<file path="config.mk">
export PLATFORM = sky130hd
export DESIGN_NAME = cqc_channel_ctrl
export DESIGN_NICKNAME = d
export VERILOG_FILES = /design/src/inc/cqc_pkg.sv /design/src/hw/cqc_channel_ctrl.sv /design/src/hw/cqc_wakeup.sv /design/src/hw/cqc_cycle_timer.sv
export SDC_FILE = /design/constraint.sdc
export NUM_CORES = 1
export LEC_CHECK = 0
export ABC_AREA = 1
export BUFFER_PORTS_ARGS = -buffer_cell sky130_fd_sc_hd__buf_2
export CAP_MARGIN = 20
export CORE_MARGIN = 2
export CORE_UTILIZATION = 25
export CTS_BUF_LIST = sky130_fd_sc_hd__clkbuf_16
export CTS_CLUSTER_SIZE = 24
export DETAILED_ROUTE_END_ITERATION = 12
export PLACE_DENSITY = 0.4
export REMOVE_ABC_BUFFERS = 1
export SYNTH_ARGS = -nofsm -noshare
export SYNTH_HDL_FRONTEND = slang
export SYNTH_SLANG_ARGS = --single-unit
</file>
<file path="constraint.sdc">
create_clock -name ref_clk -period 3.25 [get_ports ref_clk]
set_input_delay 0.4875 -clock ref_clk [delete_from_list [all_inputs] [get_ports ref_clk]]
set_output_delay 0.4875 -clock ref_clk [all_outputs]
set_load 0.01 [all_outputs]
</file>
<file path="src/inc/cqc_pkg.sv">
// Purpose: Shared constants and carriers for the line channel control block
// Assumes: 100 MHz ref_clk, one channel
// Notes:   Control register bit order follows cqc_ctrl_t from bit 7 down
package cqc_pkg;

    // ************************************************************
    // Register map
    // ************************************************************
    localparam logic [7:0] CQC_CTRL_OFFSET = 8'h06;
    localparam logic [7:0] CQC_CTRL_RESET = 8'h00;
    localparam logic [7:0] CQC_UNMAPPED_READ = 8'h00;
    localparam int CQC_BIT_SEND = 0;
    localparam int CQC_BIT_ARM = 1;
    localparam int CQC_BIT_RXCLR = 2;
    localparam int CQC_BIT_TXCLR = 3;
    localparam int CQC_BIT_WAKE = 4;
    localparam int CQC_BIT_SETUP = 5;
    localparam int CQC_BIT_RATE_LO = 6;
    localparam int CQC_BIT_RATE_HI = 7;

    // ************************************************************
    // Rate codes
    // ************************************************************
    localparam logic [1:0] CQC_RATE_FAIL = 2'h0;
    localparam logic [1:0] CQC_RATE_COM1 = 2'h1;
    localparam logic [1:0] CQC_RATE_COM2 = 2'h2;
    localparam logic [1:0] CQC_RATE_COM3 = 2'h3;

    // ************************************************************
    // Timing
    // ************************************************************
    localparam int CQC_CLK_PERIOD_NS = 10;
    localparam int CQC_WURQ_TIME_NS = 80000;
    localparam int CQC_WURQ_CYCLES = CQC_WURQ_TIME_NS / CQC_CLK_PERIOD_NS;
    localparam int CQC_TIMER_W = 16;
    localparam logic [7:0] CQC_CYC_TIME_RESET = 8'h00;

    // ************************************************************
    // Types
    // ************************************************************
    typedef struct packed {
        logic [1:0] rate;
        logic setup_start;
        logic wakeup_req;
        logic txq_clear;
        logic rxq_clear;
        logic timer_arm;
        logic msg_send;
    } cqc_ctrl_t;

    typedef enum logic [1:0] {
        SEQ_IDLE,
        SEQ_WAKE,
        SEQ_PROBE,
        SEQ_WAIT
    } cqc_seq_t;

    typedef struct packed {
        logic tx_mode;
        logic rx_mode;
        logic wakeup_drive;
        logic climit_boost;
    } cqc_line_t;

    typedef struct packed {
        logic start;
        logic [1:0] rate;
    } cqc_probe_req_t;

    typedef struct packed {
        logic done;
        logic ok;
        logic [7:0] cycle_time;
    } cqc_probe_rsp_t;

endpackage

</file>
<file path="src/hw/cqc_channel_ctrl.sv">
// Purpose: Channel control register, link setup sequencer, send control
// Assumes: Framer, queues and host port decode share ref_clk
// Notes:   Rate probing tries the fastest rate first and relies on the
//          framer answering every probe
`timescale 1ns/1ns
`default_nettype none
module cqc_channel_ctrl #(
    parameter int WURQ_CYCLES = cqc_pkg::CQC_WURQ_CYCLES,
    parameter int TIMER_W = cqc_pkg::CQC_TIMER_W
) (
    // Clock and reset
    input wire logic ref_clk,
    input wire logic rst,
    // Host register port
    input wire logic [7:0] reg_addr,
    input wire logic reg_wr,
    input wire logic [7:0] reg_wdata,
    input wire logic reg_rd,
    output logic [7:0] reg_rdata,
    // Framer side
    input wire logic framer_enable_bit,
    input wire logic tx_queue_empty,
    input wire logic tx_shift_busy,
    input wire logic trigger_cmd,
    input wire cqc_pkg::cqc_probe_rsp_t probe_rsp,
    output cqc_pkg::cqc_probe_req_t probe_req,
    // Queue commands
    output logic transmit_queue_clear,
    output logic receive_queue_clear,
    // Line driver
    output cqc_pkg::cqc_line_t line,
    // Cycle timer
    input wire logic [TIMER_W-1:0] cycle_period,
    output logic timer_running,
    output logic cycle_tick,
    // Status
    output logic wakeup_done_interrupt,
    output logic [7:0] device_cycle_time_reg
);

    // ************************************************************
    // State
    // ************************************************************
    typedef struct packed {
        cqc_pkg::cqc_ctrl_t ctrl;
        cqc_pkg::cqc_seq_t seq;
        logic [1:0] try_rate;
        logic tx_active;
        logic irq;
        logic probe_start;
        logic [7:0] cyc_time;
        logic [7:0] rdata;
    } cqc_main_state_t;

    cqc_main_state_t s_q;
    cqc_main_state_t s_d;
    logic wake_start;
    logic timer_start;
    logic wk_active;
    logic wk_done;
    logic wr_hit;
    logic idle_ok;
    logic tx_finished;

    assign wr_hit = reg_wr && (reg_addr == cqc_pkg::CQC_CTRL_OFFSET);
    // Nothing else may own the line while a new action begins
    assign idle_ok = (s_q.seq == cqc_pkg::SEQ_IDLE) && !wk_active &&
                     !s_q.tx_active;
    assign tx_finished = s_q.tx_active && tx_queue_empty &&
                         !tx_shift_busy && !s_q.ctrl.msg_send;

    // ************************************************************
    // Next state
    // ************************************************************
    always_comb begin
        s_d = s_q;
        wake_start = 1'b0;
        timer_start = 1'b0;
        s_d.irq = 1'b0;
        s_d.probe_start = 1'b0;
        s_d.ctrl.msg_send = 1'b0;
        s_d.ctrl.txq_clear = 1'b0;
        s_d.ctrl.rxq_clear = 1'b0;

        if (s_q.ctrl.wakeup_req && wk_done) begin
            s_d.ctrl.wakeup_req = 1'b0;
        end
        if (tx_finished) begin
            s_d.tx_active = 1'b0;
        end

        if (wr_hit) begin
            // Rate field is owned by the sequencer while it runs
            if (s_q.seq == cqc_pkg::SEQ_IDLE) begin
                s_d.ctrl.rate = reg_wdata[cqc_pkg::CQC_BIT_RATE_HI:
                                          cqc_pkg::CQC_BIT_RATE_LO];
            end
            s_d.ctrl.timer_arm = reg_wdata[cqc_pkg::CQC_BIT_ARM];
            if (reg_wdata[cqc_pkg::CQC_BIT_TXCLR]) begin
                s_d.ctrl.txq_clear = 1'b1;
            end
            if (reg_wdata[cqc_pkg::CQC_BIT_RXCLR]) begin
                s_d.ctrl.rxq_clear = 1'b1;
            end
            if (reg_wdata[cqc_pkg::CQC_BIT_SETUP] && idle_ok &&
                    framer_enable_bit) begin
                s_d.ctrl.setup_start = 1'b1;
                s_d.seq = cqc_pkg::SEQ_WAKE;
                wake_start = 1'b1;
            end else if (reg_wdata[cqc_pkg::CQC_BIT_WAKE] && idle_ok) begin
                s_d.ctrl.wakeup_req = 1'b1;
                wake_start = 1'b1;
            end else if (reg_wdata[cqc_pkg::CQC_BIT_SEND] && idle_ok) begin
                s_d.ctrl.msg_send = 1'b1;
                s_d.tx_active = 1'b1;
                timer_start = s_q.ctrl.timer_arm;
            end
        end

        unique case (s_q.seq)
            cqc_pkg::SEQ_IDLE: begin
            end
            cqc_pkg::SEQ_WAKE: begin
                if (wk_done) begin
                    s_d.seq = cqc_pkg::SEQ_PROBE;
                    s_d.try_rate = cqc_pkg::CQC_RATE_COM3;
                end
            end
            cqc_pkg::SEQ_PROBE: begin
                s_d.probe_start = 1'b1;
                s_d.seq = cqc_pkg::SEQ_WAIT;
            end
            cqc_pkg::SEQ_WAIT: begin
                if (probe_rsp.done) begin
                    if (probe_rsp.ok) begin
                        s_d.ctrl.rate = s_q.try_rate;
                        s_d.cyc_time = probe_rsp.cycle_time;
                        s_d.ctrl.setup_start = 1'b0;
                        s_d.irq = 1'b1;
                        s_d.seq = cqc_pkg::SEQ_IDLE;
                    end else if (s_q.try_rate == cqc_pkg::CQC_RATE_COM1) begin
                        s_d.ctrl.rate = cqc_pkg::CQC_RATE_FAIL;
                        s_d.ctrl.setup_start = 1'b0;
                        s_d.irq = 1'b1;
                        s_d.seq = cqc_pkg::SEQ_IDLE;
                    end else begin
                        s_d.try_rate = s_q.try_rate - 2'h1;
                        s_d.seq = cqc_pkg::SEQ_PROBE;
                    end
                end
            end
        endcase

        // Read data is captured so the host port sees a stable byte
        if (reg_rd) begin
            if (reg_addr == cqc_pkg::CQC_CTRL_OFFSET) begin
                s_d.rdata = s_q.ctrl;
            end else begin
                s_d.rdata = cqc_pkg::CQC_UNMAPPED_READ;
            end
        end
    end

    always_ff @(posedge ref_clk) begin
        if (rst) begin
            s_q <= '0;
            s_q.ctrl <= cqc_pkg::CQC_CTRL_RESET;
            s_q.seq <= cqc_pkg::SEQ_IDLE;
            s_q.cyc_time <= cqc_pkg::CQC_CYC_TIME_RESET;
        end else begin
            s_q <= s_d;
        end
    end

    // ************************************************************
    // Wake-up pulse and cycle timer
    // ************************************************************
    cqc_wakeup #(
        .CYCLES(WURQ_CYCLES)
    ) u_wakeup (
        .ref_clk(ref_clk),
        .rst(rst),
        .start(wake_start),
        .active(wk_active),
        .done(wk_done)
    );

    cqc_cycle_timer #(
        .W(TIMER_W)
    ) u_timer (
        .ref_clk(ref_clk),
        .rst(rst),
        .arm(s_q.ctrl.timer_arm),
        .start(timer_start || trigger_cmd),
        .period(cycle_period),
        .running(timer_running),
        .tick(cycle_tick)
    );

    // ************************************************************
    // Outputs
    // ************************************************************
    assign reg_rdata = s_q.rdata;
    assign transmit_queue_clear = s_q.ctrl.txq_clear;
    assign receive_queue_clear = s_q.ctrl.rxq_clear;
    assign wakeup_done_interrupt = s_q.irq;
    assign device_cycle_time_reg = s_q.cyc_time;
    assign probe_req.start = s_q.probe_start;
    assign probe_req.rate = s_q.try_rate;
    assign line.tx_mode = s_q.tx_active;
    assign line.wakeup_drive = wk_active;
    assign line.rx_mode = !s_q.tx_active && !wk_active;
    assign line.climit_boost = wk_active && s_q.ctrl.setup_start;
endmodule
`default_nettype wire

</file>
<file path="src/hw/cqc_wakeup.sv">
// Purpose: Wake-up pulse timer shared by host and sequencer requests
// Assumes: start is ignored while a pulse is running
// Notes:   done is a one-cycle pulse in the cycle after the pulse ends
`timescale 1ns/1ns
`default_nettype none
module cqc_wakeup #(
    parameter int CYCLES = cqc_pkg::CQC_WURQ_CYCLES
) (
    // Clock and reset
    input wire logic ref_clk,
    input wire logic rst,
    // Control
    input wire logic start,
    // Status
    output logic active,
    output logic done
);
    localparam int CW = $clog2(CYCLES + 1);
    localparam logic [CW-1:0] LAST = CW'(CYCLES - 1);

    typedef struct packed {
        logic active;
        logic done;
        logic [CW-1:0] cnt;
    } cqc_wk_state_t;

    cqc_wk_state_t s_q;
    cqc_wk_state_t s_d;

    always_comb begin
        s_d = s_q;
        s_d.done = 1'b0;
        if (s_q.active) begin
            if (s_q.cnt == LAST) begin
                s_d.active = 1'b0;
                s_d.done = 1'b1;
            end else begin
                s_d.cnt = s_q.cnt + 1'b1;
            end
        end else if (start) begin
            s_d.active = 1'b1;
            s_d.cnt = '0;
        end
    end

    always_ff @(posedge ref_clk) begin
        if (rst) begin
            s_q <= '0;
        end else begin
            s_q <= s_d;
        end
    end

    assign active = s_q.active;
    assign done = s_q.done;
endmodule
`default_nettype wire

</file>
<file path="src/hw/cqc_cycle_timer.sv">
// Purpose: Armed cycle timer, free running once started
// Assumes: period in ref_clk cycles, zero behaves as one
// Notes:   Dropping arm stops the count at once, mid cycle
`timescale 1ns/1ns
`default_nettype none
module cqc_cycle_timer #(
    parameter int W = cqc_pkg::CQC_TIMER_W
) (
    // Clock and reset
    input wire logic ref_clk,
    input wire logic rst,
    // Control
    input wire logic arm,
    input wire logic start,
    input wire logic [W-1:0] period,
    // Status
    output logic running,
    output logic tick
);
    typedef struct packed {
        logic running;
        logic tick;
        logic [W-1:0] cnt;
    } cqc_tmr_state_t;

    cqc_tmr_state_t s_q;
    cqc_tmr_state_t s_d;

    always_comb begin
        s_d = s_q;
        s_d.tick = 1'b0;
        if (!arm) begin
            s_d.running = 1'b0;
            s_d.cnt = '0;
        end else if (s_q.running) begin
            if ({1'b0, s_q.cnt} + 1'b1 >= {1'b0, period}) begin
                s_d.tick = 1'b1;
                s_d.cnt = '0;
            end else begin
                s_d.cnt = s_q.cnt + 1'b1;
            end
        end else if (start) begin
            s_d.running = 1'b1;
            s_d.cnt = '0;
        end
    end

    always_ff @(posedge ref_clk) begin
        if (rst) begin
            s_q <= '0;
        end else begin
            s_q <= s_d;
        end
    end

    assign running = s_q.running;
    assign tick = s_q.tick;
endmodule
`default_nettype wire

</file>
### Yosys cells after proc, flatten, opt, wreduce, memory -nomap -nowiden

Cells that the tools add are included.

* flip-flop bits (word level): 64
* bits of input ports: 50
* output and inout bits: 28
* logic and storage cells: 125

* add/subtract/negate cells: 4
* order comparisons: 1
* equal/unequal tests: 11
* mux-type cells: 52
* bitwise operators: 6
* reductions and logical operators: 31

Operator list (number)
* 2-to-1 mux 16 bit: 3
* 2-to-1 mux 13 bit: 3
* 2-to-1 mux 1 bit: 29
* adder 16 x 1 -> 17 bit (second input constant): 1
* greater-or-equal comparator 17 x 16 -> 1 bit: 1
* adder 16 x 1 -> 16 bit (second input constant): 1
* 2-to-1 mux 2 bit: 7
* adder 13 x 1 -> 13 bit (second input constant): 1
* equality test 13 bit (second input constant): 1
* logical AND 1 bit: 13
* 2-to-1 mux 3 bit: 4
* 2-to-1 mux 10 bit: 1
* equality test 8 x 3 -> 1 bit (second input constant): 1
* 2-to-1 mux 4 bit: 2
* 2-to-1 mux 8 bit: 1
* != test 2 bit (second input constant): 4
* inverter 1 bit: 6
* case mux 2 bit (3 select lines): 1
* nonzero test 2 bit: 3
* OR reduction 2 bit: 3
* OR reduction 3 bit: 2
* AND reduction 5 bit: 1
* equality test 2 x 1 -> 1 bit (second input constant): 2
* equality test 2 bit (second input constant): 2
* other kinds (9): 12

### Longest topological paths before layout

Gate-level depths: netlist of run 1.

* depth after elaboration: 12
* gate-level depth with buffers: 19
* gate-level depth less buffers: 19

### By module

Synthesis of run 1 repeated with hierarchy kept, for this count alone.

* cells, all modules: 597
* area, all modules: 3972.6 um^2

Modules (own cells, without submodules)
* cqc_cycle_timer: instances 1, cells each 268, area each 1642.8 um^2
* cqc_channel_ctrl: instances 1, cells each 199, area each 1461.4 um^2
* cqc_wakeup: instances 1, cells each 130, area each 868.3 um^2

### Worst setup path before layout of run 1

Ideal clock, no wire load.

* kind: register -> register
* start point: reg u_timer.s_q[0] (netlist bit)
* end point: reg u_timer.s_q[0] (netlist bit)
* setup time: 0.128 ns
* data arrival time: 2.229 ns
* setup slack: 0.893 ns
* stages on the path, launching flop included: 20
* period minus slack after synthesis: 2.357 ns
* path through: dfxtp_1 ha_1 nand2_1 nor2_2 nand2_4 nor2_1 nand2_1 nand2_1 inv_1 ha_1 nand2_1 nor2_1 nand2_1 nor2_1 nor2_1 nand2_1 nand2_1 buf_6 nand4_1 a21oi_1

* word-level cells in the longest chain between the ends: 4
* elaborated cells between the ends (all ways): 5

Ends and longest elaborated chain
* start: declaration: line cqc_cycle_timer.sv:26 `cqc_tmr_state_t s_q;`
* start signal: assignment: line cqc_cycle_timer.sv:50 `s_q <= '0;`
* start signal: assignment: line cqc_cycle_timer.sv:52 `s_q <= s_d;`
* adder 16 x 1 -> 17 bit: line cqc_cycle_timer.sv:36 `if ({1'b0, s_q.cnt} + 1'b1 >= {1'b0, period}) begin`
* greater-or-equal comparator 17 x 16 -> 1 bit: line cqc_cycle_timer.sv:36
* 2-to-1 mux 16 bit (*): line cqc_cycle_timer.sv:36
* 2-to-1 mux 16 bit (*): line cqc_cycle_timer.sv:35 `end else if (s_q.running) begin`

Mark *: on every way between the ends. The rest lies on a longest branch, timed or not.
A chain may end at the register's enable or synchronous reset.

### Worst setup path in the final report of run 1

* start point: reg u_timer.s_q[0] (netlist bit)
* end point: reg u_timer.s_q[12] (netlist bit)

The elaborated chain is that of the path after synthesis.

==> summary.md, run 1 <==
| Metric | Value |
|---|---|
| Outcome | `finished clean` |
| Worst skew pair latency | `approximately 340 ps` |
| Final period utilization | `0.850` |
| Commonest cells in the synthesized netlist | `81 x nand2_1, 73 x nor2_1, 69 x inv_1` |
| Clock buffer count from CTS | `9` |
| Cells after Synth | `557` |
| Comb pwr share | `0.049` |
| First-pass GRT wire length | `approximately 18000 um` |
| Ys async rst share | `0` |
| Full die area | `16800 um^2` |
| Final Non-Filler Cells | `828` |
| Maximum vdd drop | `275 uV` |
| Clock share of power | `0.525` |
| Worst setup margin | `487 ps` |
| Crit. path cell count | `18` |
| Largest net degree at the start of global routing | `29` |
| RSZ-0062 raised after global routing | `no` |
| Slew Viols, Final | `0` |
| Clk pin slew, worst setup/hold paths | `60 ps` |
| Site row count | `45` |
| Vias in the first global route | `3547` |
| Tmin final | `2760 ps` |
| CP max stage delay | `400 ps` |
| Top Layer Used | `met4` |
| Synth area leaders | `dfxtp_1 33%, nand2_1 7.7%, nor2_1 7.0%` |
| Place WS | `266 ps` |
| Seq pwr share | `0.426` |
| Crit Path Class | `reg2reg` |
| Pwr dens | `401 nW/um^2` |
| Crit path buf inv count | `1` |
| Global-route usage over all layers | `0.136` |
| Final setup vio count | `0` |
| Layout cells sized above 1 | `0.207` |
| Nets | `681` |
| CTS tree | `done` |
| Global route total overflow | `0` |
| Crit path DAT | `3020 ps` |
| Vias | `between 3000 and 4000` |
| Setup crit end | `u_timer.s_q[12]$_SDFFE_PP0P_` |
| R2R depth | `18` |
| P&R area growth vs syn | `17.7%` |
| Placed insts | `812` |
| Syn avg cell area | `7.07 um^2` |
| H-tree levels | `3` |
| Initial detailed-routing violation count | `~180` |
| Drt first pass iters | `4` |
| Num Clock Sinks | `64` |
| Net load switching power | `roughly 0.44 mW` |
| Synth unique cells | `41` |
| Core ar. | `about 15000 um^2` |
| CP max stage cell | `dfxtp_1` |
| Ant. Diodes | `0` |
| DR DRC count | `0` |
| Routability cong. | `0.842` |
| WP data required | `about 3500 ps` |
| Final setup TNS | `0 ps` |
| Share of the synthesized area in the top cell type | `0.325` |
| Max reg flops | `16` |
| Startpoint types | `flop` |
| Leading area contributor after synthesis | `dfxtp_1` |
| R2r endpoint | `u_timer.s_q[12]$_SDFFE_PP0P_` |
| Final instance area | `4630 um^2` |
| Largest regs | `u_timer.s_q: 16 flops, u_wakeup.s_q: 13 flops` |
| Final hold violation count | `0` |
| Drt wl/cell | `13.1 um` |
| CTS root buf | `clkbuf_16` |
| CP Capture Type | `flop` |
| Net Sw Frac | `0.236` |
| Sequential area share after synthesis | `0.325` |
| CTS max path bufs | `2` |
| Hold buffer count at CTS | `0` |
| # port buffers | `between 70 and 80` |
| Fin Clk Skew | `7.57 ps` |
| Worst-margin pin slew | `797 ps` |
| Delay-heaviest family, CP | `simple AND/OR/NAND/NOR gates` |
| Reg2Reg Launch Point | `u_timer.s_q[0]$_SDFFE_PP0P_` |
| Final Total Pwr | `around 1.9 mW` |
| Number of synthesized flops with an enable pin | `0` |
| Post-DP Area | `roughly 4300 um^2` |
| Most used cell, CP | `nand2_1` |
| Critical path fanouts, max | `17` |
| Yosys reg bits | `64` |
| P_int | `1.42 mW` |
| Initial antenna violation count | `0` |
| IO Count | `between 70 and 80` |
| Classification of the worst-slack hold path | `in2reg` |
| Starting density of the core | `0.257` |
| Routed met1 length | `a little over 5000 um` |
| Met3 WL | `379 um` |
| Wire length on met2 | `about 5000 um` |
| Final HPWL DP | `8110 um` |
| Routed vias/inst | `roughly 4.4` |
| R2R setup slack | `490 ps` |
| Relative slew slack | `0.468` |
| Leak pwr | `2.01 nW` |
| Die Span Y | `between 100 and 150 um` |
| Count leader, synth | `nand2_1` |
| Chip width | `~130 um` |
| Post-synth design cell area | `between 3000 and 4000 um^2` |
| Final ANT Viol Nets | `0` |
| Prevailing post-synth register cell | `dfxtp_1` |
| Cell Chain, Critical Path | `ha_1 > nand2_1 > nor2_2 > nand2_4 > nor2_1 > nand2_1 > nand2_1 > inv_1 > ha_1 > nand2_1 > nor2_1 > nand2_1 > nor2_1 > nor2_1 > nand2_1 > nand2_2 > nand4_1 > a21oi_1` |
| MaxCap Viol Count | `0` |
| YS warnings | `0` |
| Highest clock rate | `362 MHz` |
| Final wirelength | `10800 um` |
| Largest reg by FF count | `u_timer.s_q` |
| Crit path launch | `u_timer.s_q[0]$_SDFFE_PP0P_` |
| Min Hold Slack | `about 370 ps` |
| Post-layout util | `0.303` |
| Hold_sp | `probe_rsp[5]` |
## worst min path at each step
stage	slack [ps]	end	depth (start not counted)
3_5_place_dp	450	reg_rdata[3]$_SDFFE_PP0P_	2
2_1_floorplan	440	s_q[27]$_SDFF_PP0_	2
3_3_place_gp	450	reg_rdata[3]$_SDFFE_PP0P_	2
5_1_grt	370	device_cycle_time_reg[0]$_SDFFE_PP0P_	3
6_report	370	device_cycle_time_reg[5]$_SDFFE_PP0P_	3
4_1_cts	360	device_cycle_time_reg[2]$_SDFFE_PP0P_	3
## cells by family after synthesis
| family | share of synthesized area |
|---|---|
| AO/OA/AOI/OAI | 0.130 |
| XOR/XNOR | 0.0222 |
| adder cells (fa/ha/maj) | 0.0604 |
| buffers and inverters | 0.134 |
| flip-flops | 0.325 |
| AND/OR/NAND/NOR | 0.328 |
## repair_timing
item	4_1_cts	5_1_grt
gates resized for setup	0	1
endpoints found under the setup margin	0	3
buffers inserted	0	0
## power groups by stage
stage | registers, mW | clock network [mW] | logic [mW]
floorplan | 0.811 | 0 | 0.0346
global placement | 0.809 | 0 | 0.0917
detailed placement | 0.809 | 0 | 0.0922
CTS | 0.792 | 1.01 | 0.0926
global route | 0.792 | 1.04 | 0.104
finish | 0.792 | 0.977 | 0.0907
## area by class of cell
class | count | area [um^2]
Tap cell | 211 | 264
Clock buffer | 9 | 225
Timing Repair Buffer | 78 | 393
Inverter | 71 | 267
Sequential cell | 64 | 1280
Multi-Input combinational cell | 388 | 2130
Fill cell | 1731 | 10700
Clock inverter | 7 | 72.6
## layout by cell type (no fill, tap or decap), types with 2 or more instances in the layout
cell / instances
inv_1: 69
o21ai_0: 28
nand4_1: 24
a211oi_1: 2
o31ai_1: 3
nor2_2: 7
nand2_2: 11
a21oi_1: 52
o21bai_1: 4
nor3b_1: 2
clkbuf_16: 9
clkinv_2: 2
dfxtp_1: 64
clkinv_4: 2
xor2_1: 7
clkinvlp_4: 2
nor3_1: 6
nor2_1: 73
nand3_1: 45
o21a_1: 2
nand2_1: 80
ha_1: 19
xnor2_1: 3
nor2_4: 8
buf_2: 77
## tightest hold or removal path, delay by kind of cell
kind                   cells  cell delay, ps
AND/OR/NAND/NOR            2             120
buffers and inverters      1              70
## layer usage
layer	track usage	up-vias
li1	-	1931
met1	0.176	1664
met2	0.219	64
met3	0.0351	10
met4	0.0531	0
met5	0	-
Note: power is estimated with default switching activity, not from simulation.
==> run 2: changes to the inputs <==
--- a/config.mk
+++ b/config.mk
@@ -14,7 +14,6 @@
 export CTS_CLUSTER_SIZE = 24
 export DETAILED_ROUTE_END_ITERATION = 12
 export PLACE_DENSITY = 0.4
-export REMOVE_ABC_BUFFERS = 1
 export SYNTH_ARGS = -nofsm -noshare
 export SYNTH_HDL_FRONTEND = slang
 export SYNTH_SLANG_ARGS = --single-unit
==> run 2 against run 1 <==
Compared with the run above: clock-buffer cell count is the same; fmax grew 0.11%; combinational power grew 0.7%; utilization grew 0.15 points; hold slack gained 2.9 ps; cell count is the same; global-route usage shrank 0.23 points; sequential share of layout area shrank 0.13 points; critical path type unchanged; critical endpoint is now u_timer.s_q[13]$_SDFFE_PP0P_.
==> summary.md, run 2 (synthesized netlist as in run 1, its figures left out) <==
| Metric | Value |
|---|---|
| Sequential cell area | `1280 um^2 (unchanged)` |
| Tmin final | `2760 ps (-3.08 ps)` |
| R2r endpoint | `u_timer.s_q[13]$_SDFFE_PP0P_` |
| H-tree levels | `3 (unchanged)` |
| Site row count | `45 (unchanged)` |
| Drt wl/cell | `13.0 um (-0.64%)` |
| DR DRC count | `0 (unchanged)` |
| Total of fill cells in the finished design | `1711 (-1.2%)` |
| Final hold violation count | `0 (unchanged)` |
| Clk pin slew, worst setup/hold paths | `60 ps (about the same)` |
| Layout cells sized above 1 | `0.206 (-0.00162)` |
| P&R area growth vs syn | `18.3%` |
| Die Span Y | `130 um (unchanged)` |
| Final HPWL DP | `8220 um (+1.3%)` |
| CP Capture Type | `flop` |
| Setup crit end | `u_timer.s_q[13]$_SDFFE_PP0P_` |
| Initial antenna violation count | `0 (unchanged)` |
| Global-route usage over all layers | `0.134 (-0.00232)` |
| Routed vias/inst | `4.47 (+0.98%)` |
| # port buffers | `77 (unchanged)` |
| Drt first pass iters | `4 (unchanged)` |
| Top Layer Used | `met4` |
| Pwr dens | `415 nW/um^2 (+3.4%)` |
| Full die area | `16800 um^2 (unchanged)` |
| Worst setup margin | `491 ps (+3.08 ps)` |
| WP data required | `3450 ps (-50 ps)` |
| Core ar. | `15300 um^2 (unchanged)` |
| Area of the multi-input gates | `2130 um^2 (unchanged)` |
| Maximum vdd drop | `217 uV (-21%)` |
| R2R setup slack | `490 ps (about the same)` |
| Routability cong. | `0.820 (-2.6%)` |
| Worst skew pair latency | `330 ps (about the same)` |
| Starting density of the core | `0.257 (unchanged)` |
| Clock buffer count from CTS | `9 (unchanged)` |
| Post-layout util | `0.304 (+0.00147)` |
| Commonest non-fill, non-tap cell in the layout | `nand2_1` |
| CTS max path bufs | `2 (unchanged)` |
| Leak pwr | `2.02 nW (+0.21%)` |
| Final period utilization | `0.849 (-0.000948)` |
| Routed met1 length | `5270 um (+1.7%)` |
| Max reg flops | `16 (unchanged)` |
| Crit. path cell count | `16 (-2)` |
| Crit Path Class | `reg2reg` |
| Reg2Reg Launch Point | `u_timer.s_q[0]$_SDFFE_PP0P_` |
| Largest reg by FF count | `u_timer.s_q` |
| Crit path buf inv count | `1 (unchanged)` |
| Most frequent cells in the layout | `80 x nand2_1, 77 x buf_2, 73 x nor2_1` |
| R2R depth | `16 (-2)` |
| RSZ-0062 raised after global routing | `no` |
| Vias | `3705 (+0.98%)` |
| CP max stage cell | `dfxtp_1` |
| CTS tree | `done` |
| Delay-heaviest family, CP | `simple AND/OR/NAND/NOR gates` |
| CTS root buf | `clkbuf_16` |
| Slew Viols, Final | `0 (unchanged)` |
| Relative slew slack | `0.486 (+0.0184)` |
| Final setup vio count | `0 (unchanged)` |
| Final setup TNS | `0 ps (unchanged)` |
| Worst-margin pin slew | `770 ps (-27.6 ps)` |
| Crit path launch | `u_timer.s_q[0]$_SDFFE_PP0P_` |
| Global route total overflow | `0 (unchanged)` |
| Mapped Nets | `626` |
| Chip width | `130 um (unchanged)` |
| IO Count | `78 (unchanged)` |
| Fin Clk Skew | `5.57 ps (-2.00 ps)` |
| Num Clock Sinks | `64 (unchanged)` |
| Startpoint types | `flop` |
| Highest clock rate | `362 MHz (+0.11%)` |
| First-pass GRT wire length | `17800 um (about the same)` |
| Ant. Diodes | `0 (unchanged)` |
| Place WS | `295 ps (+29.4 ps)` |
| Final wirelength | `10700 um (-0.64%)` |
| Largest net degree at the start of global routing | `29 (unchanged)` |
| Classification of the worst-slack hold path | `in2reg` |
| Nets | `681 (unchanged)` |
| Vias in the first global route | `3621 (+2.1%)` |
| Outcome | `finished clean` |
| Cell Chain, Critical Path | `ha_1 > nand2_1 > nor2_2 > nand2_4 > xor2_1 > inv_1 > ha_1 > nand2_1 > nor2_1 > nand3_1 > nor2_1 > nor2_1 > nand2_1 > nand2_2 > nand4_1 > a21oi_1` |
| MaxCap Viol Count | `0 (unchanged)` |
| Wire length on met2 | `4970 um (-3.2%)` |
| Largest regs | `u_timer.s_q: 16 flops, u_wakeup.s_q: 13 flops` |
| Crit path DAT | `2960 ps (-60 ps)` |
| CP max stage delay | `410 ps (about the same)` |
| Critical path fanouts, max | `17 (unchanged)` |
| Initial detailed-routing violation count | `209 (+19%)` |
| Met3 WL | `408 um (+7.7%)` |
| Final ANT Viol Nets | `0 (unchanged)` |
==> run 2: changes by cell type in the layout (fill, tap and decap cells not counted), sizes merged <==
| cell | before | now |
|---|---|---|
| inv | 70 | 71 |
| bufinv | 1 | 2 |
| clkinv | 5 | 2 |
| clkinvlp | 2 | 3 |
==> run 2: how the worst min path moves through the flow <==
stage / to / slack (ps) / depth (start not counted) / startpoint
3_5_place_dp: reg_rdata[7]$_SDFFE_PP0P_ / 470 / 2 / s_q[30]$_SDFF_PP0_
3_3_place_gp: reg_rdata[7]$_SDFFE_PP0P_ / 470 / 2 / s_q[30]$_SDFF_PP0_
4_1_cts: device_cycle_time_reg[2]$_SDFFE_PP0P_ / 360 / 3 / probe_rsp[2]
5_1_grt: device_cycle_time_reg[4]$_SDFFE_PP0P_ / 380 / 3 / probe_rsp[4]
2_1_floorplan: reg_rdata[0]$_SDFFE_PP0P_ / 440 / 2 / s_q[23]$_SDFF_PP0_
6_report: device_cycle_time_reg[4]$_SDFFE_PP0P_ / 370 / 3 / probe_rsp[4]
==> run 2: repair_timing <==
item | in CTS | in global routing
setup endpoints to repair | 0 | 17
hold buffers | 0 | 0
gates resized for setup | 0 | 1
buffers inserted | 0 | 0
==> run 2: worst min-delay path: stages <==
cell,delay [ps]
buf_2,70
nor2_1,30
nor2_1,80
==> run 2: cell type report <==
type                       count  share of cell area
clock inverter                 7              0.0204
multi-input combinational    388               0.458
clock buffer                   9              0.0484
inverter                      71              0.0572
timing repair buffer          78              0.0844
tap                          211              0.0567
sequential                    64               0.275
==> run 2: power breakdown <==
part / internal, mW / switching (mW)
Combinational: 0.0386 / 0.0527
Clock: 0.671 / 0.377
Sequential: 0.790 / 0.00248
==> run 2: per-stage QoR <==
stage               hold WS (ps)  total power [mW]  area [um^2]  instances
floorplan                    437             0.859         3940        557
CTS                          362              1.97         4650        828
detailed placement           471             0.902         4330        812
global route                 383              2.01         4660        828
global placement             468             0.901         4330        812
finish                       374              1.93         4660        828
==> run 2: metal layers <==
| metal | GRT usage | vias up |
|---|---|---|
| met4 | 0.0380 | 0 |
| met2 | 0.212 | 63 |
| met3 | 0.0314 | 8 |
| met1 | 0.183 | 1701 |
| met5 | 0 | - |
| li1 | - | 1933 |
